<file path="config.mk">
export PLATFORM = sky130hd
export DESIGN_NAME = hmu_unit
export DESIGN_NICKNAME = d
export VERILOG_FILES = /design/src/hmu_pkg.sv /design/src/hmu_unit.sv
export SDC_FILE = /design/constraint.sdc
export NUM_CORES = 2
export LEC_CHECK = 0
export BUFFER_PORTS_ARGS = -buffer_cell sky130_fd_sc_hd__buf_2
export CORE_MARGIN = 2
export CORE_UTILIZATION = 45
export DETAILED_ROUTE_END_ITERATION = 8
export SLEW_MARGIN = 20
export SYNTH_ARGS = -nofsm -noshare
export SYNTH_HDL_FRONTEND = slang
export SYNTH_SLANG_ARGS = --single-unit
</file>
<file path="constraint.sdc">
create_clock -name core_clk -period 16.6 [get_ports core_clk]
set_input_delay 0.83 -clock core_clk [delete_from_list [all_inputs] [get_ports core_clk]]
set_output_delay 0.83 -clock core_clk [all_outputs]
set_load 0.005 [all_outputs]
</file>
<file path="src/hmu_pkg.sv">
// Package for the half-word multiply unit: opcodes, field positions, latency.
// Assumes one core clock; the decode stage and register file sit outside.
package hmu_pkg;
   localparam int WORD_W = 32;
   localparam int REG_W = 6;
   // Opcode field and immediate-form select bit
   localparam int OPC_LSB = 21;
   localparam int OPC_W = 5;
   localparam int IMM_SEL_BIT = 27;
   // Register-number fields
   localparam int FIRST_LSB = 0;
   localparam int SECOND_LSB = 6;
   localparam int DEST_REG_LSB = 12;
   localparam int DEST_IMM_LSB = 6;
   // Immediate field, bits 20..12
   localparam int IMM_LSB = 12;
   localparam int IMM_W = 9;
   localparam int LINK_REG = 63;
   // Bundles from issue to a readable result
   localparam int RESULT_LATENCY = 2;
   localparam logic [4:0] OPC_WORD_BY_LOW_SIGNED = 5'h15;
   localparam logic [4:0] OPC_LOW_BY_HIGH_SIGNED = 5'h1b;
   localparam logic [4:0] OPC_LOW_BY_HIGH_UNSIGNED = 5'h1c;
   localparam logic [4:0] OPC_WORD_BY_LOW_TOP = 5'h0f;
   localparam logic [4:0] OPC_LOW_BY_LOW_SIGNED = 5'h19;
   localparam logic [4:0] OPC_LOW_BY_LOW_UNSIGNED = 5'h1a;

   typedef struct packed {
      logic valid;
      logic [4:0] opcode;
      logic [REG_W-1:0] dest;
      logic [WORD_W-1:0] first_operand;
      logic [WORD_W-1:0] second_operand;
   } hmu_issue_s;

   typedef struct packed {
      logic valid;
      logic [REG_W-1:0] dest;
      logic [WORD_W-1:0] data;
   } hmu_wb_s;
endpackage : hmu_pkg

</file>
<file path="src/hmu_unit.sv">
// Half-word multiply unit: decodes one instruction word, reads two register
// values from the decode stage, writes back after two cycles (one per bundle).
// Assumes the core issues one bundle per clock and honours placement limits.
`timescale 1ns/100ps

module hmu_unit
   import hmu_pkg::*;
(
   // Clock and reset
   input wire logic core_clk,
   input wire logic resetn,
   // Decode stage
   input wire logic issue_valid,
   input wire logic [31:0] instr_word,
   input wire logic [WORD_W-1:0] first_operand_register,
   input wire logic [WORD_W-1:0] second_operand_register,
   // Register file read addresses for the decode stage
   output logic [REG_W-1:0] first_read_index,
   output logic [REG_W-1:0] second_read_index,
   // Write-back
   output hmu_wb_s writeback
);

   hmu_issue_s next_stage1;
   hmu_issue_s stage1;
   logic [WORD_W-1:0] immediate_operand_field;
   logic opcode_known;

   // Sign- or zero-extended half-words and products, one function for all cases
   function automatic logic [WORD_W-1:0] mul_result(input logic [4:0] opc,
                                                     input logic [WORD_W-1:0] a,
                                                     input logic [WORD_W-1:0] b);
      logic signed [63:0] p;
      p = '0;
      unique case (opc)
         OPC_WORD_BY_LOW_SIGNED:
            p = 64'(signed'(a)) * 64'(signed'(b[15:0]));
         OPC_LOW_BY_HIGH_SIGNED:
            p = 64'(signed'(a[15:0])) * 64'(signed'(b[31:16]));
         OPC_LOW_BY_HIGH_UNSIGNED:
            p = signed'({48'h0, a[15:0]} * {48'h0, b[31:16]});
         OPC_WORD_BY_LOW_TOP:
            p = (64'(signed'(a)) * signed'({48'h0, b[15:0]})) >>> 32;
         OPC_LOW_BY_LOW_SIGNED:
            p = 64'(signed'(a[15:0])) * 64'(signed'(b[15:0]));
         OPC_LOW_BY_LOW_UNSIGNED:
            p = signed'({48'h0, a[15:0]} * {48'h0, b[15:0]});
         default:
            p = '0;
      endcase
      return p[WORD_W-1:0];
   endfunction : mul_result

   // Immediate sign-extended before any half-word extraction
   assign immediate_operand_field = WORD_W'(signed'(instr_word[IMM_LSB+IMM_W-1:IMM_LSB]));

   always_comb begin
      opcode_known = instr_word[OPC_LSB+OPC_W-1:OPC_LSB] inside {OPC_WORD_BY_LOW_SIGNED,
         OPC_LOW_BY_HIGH_SIGNED, OPC_LOW_BY_HIGH_UNSIGNED, OPC_WORD_BY_LOW_TOP,
         OPC_LOW_BY_LOW_SIGNED, OPC_LOW_BY_LOW_UNSIGNED};
      next_stage1.valid = issue_valid && opcode_known;
      next_stage1.opcode = instr_word[OPC_LSB+OPC_W-1:OPC_LSB];
      next_stage1.first_operand = first_operand_register;
      if (instr_word[IMM_SEL_BIT]) begin
         next_stage1.dest = instr_word[DEST_IMM_LSB+REG_W-1:DEST_IMM_LSB];
         next_stage1.second_operand = immediate_operand_field;
      end else begin
         next_stage1.dest = instr_word[DEST_REG_LSB+REG_W-1:DEST_REG_LSB];
         next_stage1.second_operand = second_operand_register;
      end
   end

   // Read indices registered so the decode stage sees them from a flip-flop
   always_ff @(posedge core_clk or negedge resetn) begin
      if (!resetn) begin
         first_read_index <= '0;
         second_read_index <= '0;
      end else begin
         first_read_index <= instr_word[FIRST_LSB+REG_W-1:FIRST_LSB];
         second_read_index <= instr_word[SECOND_LSB+REG_W-1:SECOND_LSB];
      end
   end

   // Stage 1 captures operands; stage 2 holds the product: two-bundle latency
   always_ff @(posedge core_clk or negedge resetn) begin
      if (!resetn) begin
         stage1 <= '0;
      end else begin
         stage1 <= next_stage1;
      end
   end

   always_ff @(posedge core_clk or negedge resetn) begin
      if (!resetn) begin
         writeback <= '0;
      end else begin
         writeback.valid <= stage1.valid;
         writeback.dest <= stage1.dest;
         writeback.data <= mul_result(stage1.opcode, stage1.first_operand,
                                      stage1.second_operand);
      end
   end

   // Link register never targeted; no guard spent on it here
   AST_LATENCY_TWO: assert property (@(posedge core_clk) disable iff (!resetn)
      (issue_valid && opcode_known) |-> ##2 writeback.valid)
      else $error("write-back missing two cycles after issue");
   AST_NO_SPURIOUS: assert property (@(posedge core_clk) disable iff (!resetn)
      !$past(next_stage1.valid, 2) |-> !writeback.valid)
      else $error("write-back without issue");
   AST_DEST_IMM: assert property (@(posedge core_clk) disable iff (!resetn)
      (issue_valid && opcode_known && instr_word[IMM_SEL_BIT]) |->
      ##2 writeback.dest == $past(instr_word[DEST_IMM_LSB+REG_W-1:DEST_IMM_LSB], 2))
      else $error("immediate form destination wrong");
   AST_DEST_REG: assert property (@(posedge core_clk) disable iff (!resetn)
      (issue_valid && opcode_known && !instr_word[IMM_SEL_BIT]) |->
      ##2 writeback.dest == $past(instr_word[DEST_REG_LSB+REG_W-1:DEST_REG_LSB], 2))
      else $error("register form destination wrong");
   AST_LL_UNSIGNED: assert property (@(posedge core_clk) disable iff (!resetn)
      (issue_valid && !instr_word[IMM_SEL_BIT] &&
       instr_word[OPC_LSB+OPC_W-1:OPC_LSB] == OPC_LOW_BY_LOW_UNSIGNED) |->
      ##2 writeback.data == $past(first_operand_register[15:0], 2) *
                            $past(second_operand_register[15:0], 2))
      else $error("unsigned low by low product wrong");
   AST_LH_UNSIGNED: assert property (@(posedge core_clk) disable iff (!resetn)
      (issue_valid && !instr_word[IMM_SEL_BIT] &&
       instr_word[OPC_LSB+OPC_W-1:OPC_LSB] == OPC_LOW_BY_HIGH_UNSIGNED) |->
      ##2 writeback.data == $past(first_operand_register[15:0], 2) *
                            $past(second_operand_register[31:16], 2))
      else $error("unsigned low by high product wrong");
   AST_TOP_SIGN: assert property (@(posedge core_clk) disable iff (!resetn)
      (issue_valid && instr_word[OPC_LSB+OPC_W-1:OPC_LSB] == OPC_WORD_BY_LOW_TOP) |->
      ##2 (writeback.data[31:16] == {16{writeback.data[15]}}))
      else $error("top product bits not sign extended");
   AST_LL_SIGNED_SIGN: assert property (@(posedge core_clk) disable iff (!resetn)
      (issue_valid && !instr_word[IMM_SEL_BIT] &&
       instr_word[OPC_LSB+OPC_W-1:OPC_LSB] == OPC_LOW_BY_LOW_SIGNED &&
       first_operand_register[15:0] == 16'hffff) |->
      ##2 writeback.data == -$past(32'(signed'(second_operand_register[15:0])), 2))
      else $error("signed low by low product wrong");

   // Operand fetch indices trail the instruction by one cycle
   AST_FIRST_INDEX: assert property (@(posedge core_clk) disable iff (!resetn)
      issue_valid |=> first_read_index == $past(instr_word[FIRST_LSB+REG_W-1:FIRST_LSB]))
      else $error("first read index wrong");
   AST_SECOND_INDEX: assert property (@(posedge core_clk) disable iff (!resetn)
      issue_valid |=> second_read_index == $past(instr_word[SECOND_LSB+REG_W-1:SECOND_LSB]))
      else $error("second read index wrong");

   // Register form: only the low 32 product bits are compared
   AST_WORD_BY_LOW: assert property (@(posedge core_clk) disable iff (!resetn)
      (issue_valid && !instr_word[IMM_SEL_BIT] &&
       instr_word[OPC_LSB+OPC_W-1:OPC_LSB] == OPC_WORD_BY_LOW_SIGNED) |->
      ##2 writeback.data == $past(first_operand_register, 2) *
         $past({{16{second_operand_register[15]}}, second_operand_register[15:0]}, 2))
      else $error("word by signed low product wrong");
   AST_LH_SIGNED: assert property (@(posedge core_clk) disable iff (!resetn)
      (issue_valid && !instr_word[IMM_SEL_BIT] &&
       instr_word[OPC_LSB+OPC_W-1:OPC_LSB] == OPC_LOW_BY_HIGH_SIGNED) |->
      ##2 writeback.data ==
         $past({{16{first_operand_register[15]}}, first_operand_register[15:0]}, 2) *
         $past({{16{second_operand_register[31]}}, second_operand_register[31:16]}, 2))
      else $error("signed low by high product wrong");
   AST_LL_SIGNED: assert property (@(posedge core_clk) disable iff (!resetn)
      (issue_valid && !instr_word[IMM_SEL_BIT] &&
       instr_word[OPC_LSB+OPC_W-1:OPC_LSB] == OPC_LOW_BY_LOW_SIGNED) |->
      ##2 writeback.data ==
         $past({{16{first_operand_register[15]}}, first_operand_register[15:0]}, 2) *
         $past({{16{second_operand_register[15]}}, second_operand_register[15:0]}, 2))
      else $error("signed low by low full product wrong");

   // Immediate form: the sign-extended field feeds every half-word pick
   AST_IMM_WORD_BY_LOW: assert property (@(posedge core_clk) disable iff (!resetn)
      (issue_valid && instr_word[IMM_SEL_BIT] &&
       instr_word[OPC_LSB+OPC_W-1:OPC_LSB] == OPC_WORD_BY_LOW_SIGNED) |->
      ##2 writeback.data == $past(first_operand_register, 2) *
         $past({{(WORD_W-IMM_W){instr_word[IMM_LSB+IMM_W-1]}},
                instr_word[IMM_LSB+IMM_W-1:IMM_LSB]}, 2))
      else $error("immediate word by low product wrong");
   AST_IMM_LH_SIGNED: assert property (@(posedge core_clk) disable iff (!resetn)
      (issue_valid && instr_word[IMM_SEL_BIT] &&
       instr_word[OPC_LSB+OPC_W-1:OPC_LSB] == OPC_LOW_BY_HIGH_SIGNED) |->
      ##2 writeback.data ==
         $past({{16{first_operand_register[15]}}, first_operand_register[15:0]}, 2) *
         $past({WORD_W{instr_word[IMM_LSB+IMM_W-1]}}, 2))
      else $error("immediate signed low by high product wrong");
   AST_IMM_LH_UNSIGNED: assert property (@(posedge core_clk) disable iff (!resetn)
      (issue_valid && instr_word[IMM_SEL_BIT] &&
       instr_word[OPC_LSB+OPC_W-1:OPC_LSB] == OPC_LOW_BY_HIGH_UNSIGNED) |->
      ##2 writeback.data == $past(first_operand_register[15:0], 2) *
         $past({16{instr_word[IMM_LSB+IMM_W-1]}}, 2))
      else $error("immediate unsigned low by high product wrong");
   AST_IMM_LL_SIGNED: assert property (@(posedge core_clk) disable iff (!resetn)
      (issue_valid && instr_word[IMM_SEL_BIT] &&
       instr_word[OPC_LSB+OPC_W-1:OPC_LSB] == OPC_LOW_BY_LOW_SIGNED) |->
      ##2 writeback.data ==
         $past({{16{first_operand_register[15]}}, first_operand_register[15:0]}, 2) *
         $past({{(WORD_W-IMM_W){instr_word[IMM_LSB+IMM_W-1]}},
                instr_word[IMM_LSB+IMM_W-1:IMM_LSB]}, 2))
      else $error("immediate signed low by low product wrong");
   AST_IMM_LL_UNSIGNED: assert property (@(posedge core_clk) disable iff (!resetn)
      (issue_valid && instr_word[IMM_SEL_BIT] &&
       instr_word[OPC_LSB+OPC_W-1:OPC_LSB] == OPC_LOW_BY_LOW_UNSIGNED) |->
      ##2 writeback.data == $past(first_operand_register[15:0], 2) *
         $past({{(16-IMM_W){instr_word[IMM_LSB+IMM_W-1]}},
                instr_word[IMM_LSB+IMM_W-1:IMM_LSB]}, 2))
      else $error("immediate unsigned low by low product wrong");

   // Refused or idle cycles must leave the register file alone
   AST_UNKNOWN_DROPPED: assert property (@(posedge core_clk) disable iff (!resetn)
      (issue_valid && !opcode_known) |-> ##2 !writeback.valid)
      else $error("write-back for an unknown opcode");
   AST_IDLE_DROPPED: assert property (@(posedge core_clk) disable iff (!resetn)
      !issue_valid |-> ##2 !writeback.valid)
      else $error("write-back for an idle cycle");
   AST_BACK_TO_BACK: assert property (@(posedge core_clk) disable iff (!resetn)
      (issue_valid && opcode_known) ##1 (issue_valid && opcode_known) |->
      ##1 writeback.valid ##1 writeback.valid)
      else $error("back to back issues lost a write-back");
endmodule : hmu_unit

</file>
==> summary.txt <==
Route
  • 1st-iter DRT viols: around 2500
  • Routed len/inst: around 20 um
  • Vias: 39830
  • Total iterations of the first detailed-routing run: 6
  • Final WL: roughly 150000 um
  • DR DRC count: 0
  • Post-detailed-route via-to-cell ratio: just over 5
  • Antenna Nets Post-Route: 0

Status
  • Status: complete, no violations

Die
  • Die Height: between 300 and 400 um
  • Core ar.: 121700 um2
  • Total die area: 125500 um2
  • Ports: 150
  • # rows: 128
  • Initial core utilization: 45.37%
  • Die width: between 300 and 400 um

GRT
  • Largest net degree at the start of global routing: 58
  • Vias in the first global route: roughly 43000
  • Initial antenna violation count: 8
  • GRT Overall Usage: ~26%
  • Gr ovfl total: 0
  • First-pass GRT wire length: between 200000 and 250000 um

Flow run
  • Max cap viols: 0

Critical path
  • Crit start category: register
  • CP endpoint kind: register
  • Reg-to-reg endpoint: writeback[19]$_DFF_PN0_
  • Worst path slowest cell: dfrtp_1
  • Flop-to-flop setup slack: about 7.8 ns
  • CP Data Arrival Time: 9.06 ns
  • Critical path class: reg2reg
  • Data required time at the worst endpoint: approximately 17 ns
  • Max stage delay on crit path: approximately 0.85 ns
  • Worst r2r path cells: 22
  • Worst r2r src: stage1[42]$_DFF_PN0_
  • Crit-path cells: buf_4 -> inv_1 -> nor2_1 -> ha_1 -> inv_1 -> fa_1 -> inv_1 -> fa_1 -> fa_1 -> fa_1 -> inv_1 -> fa_1 -> inv_1 -> ha_1 -> a21o_1 -> a221oi_1 -> o21ai_0 -> a31oi_4 -> nand2_4 -> a21bo_2 -> a2111oi_0 -> o21ai_0
  • WP depth: 22
  • Buffers & Inverters on Critical Path: 6
  • Crit path max fanout: 21
  • Delay-heaviest family, CP: compound AO/OA/AOI/OAI gates

Clock network
  • Clock Path Buffers: 2
  • CTS hold repair buffers: 0
  • Skew-Pair Late Insertion Delay: between 0.5 and 0.6 ns
  • CTS HTree Levels: 4
  • Clock sinks: between 100 and 150
  • Post-cts sizing count: 0
  • CTS clk-pin slew, worst paths: around 0.090 ns
  • CTS buffer count: 17
  • Postcts setup bufs: 0
  • Root buf cell: clkbuf_16
  • CTS tree: built

Logic synthesis
  • Yosys cell types: 83
  • Post-Synthesis Cell Area: approximately 55000 um2
  • Net Count, Synth: slightly below 8000
  • Post-synth EDFFs: 0
  • Sequential share of the synthesized area: around 5.8%
  • Post-synth top flop: dfrtp_1
  • Cells after Synth: ~6000
  • Syn. warnings: 0
  • Ys async rst share: 100.0%
  • Post-Syn Area per Cell: approximately 9.2 um2
  • Yosys reg bits: around 130

Cells and area
  • Final nets: about 7900
  • Layout Utilization: between 40% and 50%
  • FILL cells: around 12000
  • Layout area overhead: 5.538%
  • Most frequent cells in the layout: inv_1, fa_1, nand2_1, ha_1, and2_1
  • Commonest non-fill, non-tap cell in the layout: inv_1
  • Layout cell share with drive strength beyond 1: 4.735%

Timing
  • Final setup vio count: 0
  • Period utilization: 53.01%
  • Final TNS setup: 0 ns
  • Worst-Margin Slew: approximately 1.2 ns
  • Final slew viol count: 0
  • Worst Skew: ~0.034 ns
  • Relative slew slack: about 22%
  • Fin crit period: slightly below 9 ns
  • Highest Clock Rate: 0.1136 GHz
  • Final hold violations: 0
  • RSZ-0062 raised after global routing: false

Worst hold path
  • HP Class: in2async

Place
  • Final RePlAce weighted congestion: 0.9873
  • PortBufs: between 100 and 150
  • Hpwl dp: approximately 130000 um
how the worst max path moves through the flow:
stage,from,endpoint
2_1_floorplan,stage1[43]$_DFF_PN0_,writeback[29]$_DFF_PN0_
3_3_place_gp,stage1[42]$_DFF_PN0_,writeback[19]$_DFF_PN0_
3_5_place_dp,stage1[42]$_DFF_PN0_,writeback[19]$_DFF_PN0_
4_1_cts,stage1[42]$_DFF_PN0_,writeback[19]$_DFF_PN0_
5_1_grt,stage1[42]$_DFF_PN0_,writeback[19]$_DFF_PN0_
6_report,stage1[42]$_DFF_PN0_,writeback[19]$_DFF_PN0_
synthesized netlist by cell type, drive strengths merged (27+ instances only):
master	instances	area, um2
a21o	61	457.9
a21oi	139	695.7
a31oi	32	215.2
and2	300	1879
clkbuf	173	649.4
dfrtp	127	3178
fa	1315	26330
ha	472	5906
inv	1856	6967
nand2	572	2155
nand2b	28	175.2
nand3	53	265.3
nand4	27	168.9
nor2	121	454.2
nor3	28	140.1
o21ai	128	640.6
xnor2	157	1375
xor2	75	656.9
flip-flops by register name (all words and copies together) (netlist names):
signal and flops:
stage1 76, second_read_index 6, writeback 39, first_read_index 6
final cells by class:
class                           instances  area, um2  share of cell area [%]
Clock inverter                         14      165.2                  0.2834
Clock buffer                           18      439.2                  0.7536
Timing Repair Buffer                  194       1102                   1.891
Antenna cell                            3      7.507                 0.01288
Tap cell                             1625       2033                   3.489
Multi-Input combinational cell       3851      44380                   76.15
Inverter                             1857       6970                   11.96
Sequential cell                       127       3182                   5.460
worst register-to-register path, delay by kind of cell, from the launching register on:
| kind | cells | cell delay (ns) |
|---|---|---|
| adders and majority gates | 7 | 3.01 |
| buffers and inverters | 6 | 1.00 |
| DFF | 1 | 0.85 |
| and+or+nand+nor | 2 | 0.54 |
| AOI/OAI and AO/OA | 7 | 3.12 |
kinds of logic (layout without fill, tap and decap cells):
| group | count (synthesis) | after routing | share of synthesized area [%] |
|---|---|---|---|
| xor+xnor | 233 | 233 | 3.720 |
| flops | 127 | 127 | 5.755 |
| mux | 21 | 21 | 0.4124 |
| simple gates | 1215 | 1215 | 10.55 |
| buf+inv | 2044 | 2083 | 13.90 |
| fa+ha+maj | 1794 | 1794 | 58.49 |
| compound gates | 588 | 588 | 7.169 |
| other cells | 0 | 3 | 0 |
stage by stage:
step	std cells	hold slack [ns]	setup slack (ns)	cell area (um2)
final	7689	0.1452	7.800	58280
after CTS	7686	0.1134	7.950	58270
after global placement	7654	0.3330	8.133	57660
after detailed placement	7654	0.3365	8.041	57670
after global routing	7686	0.1484	7.598	58270
after floorplan	6022	0.3312	9.771	55220
per-layer routing:
layer	up-vias	GRT usage (%)	part of all wire, %	wire length [um]
met1	20640	32.92	41	62180
met4	0	9.076	3.7	5718
li1	17810	-	-	-
met5	-	0	0	0
met2	1133	43.67	50	75990
met3	240	3.949	6.2	9453
Power is not shown: default switching activity piles up to over one toggle a cycle in this logic, so the estimate is an artifact.
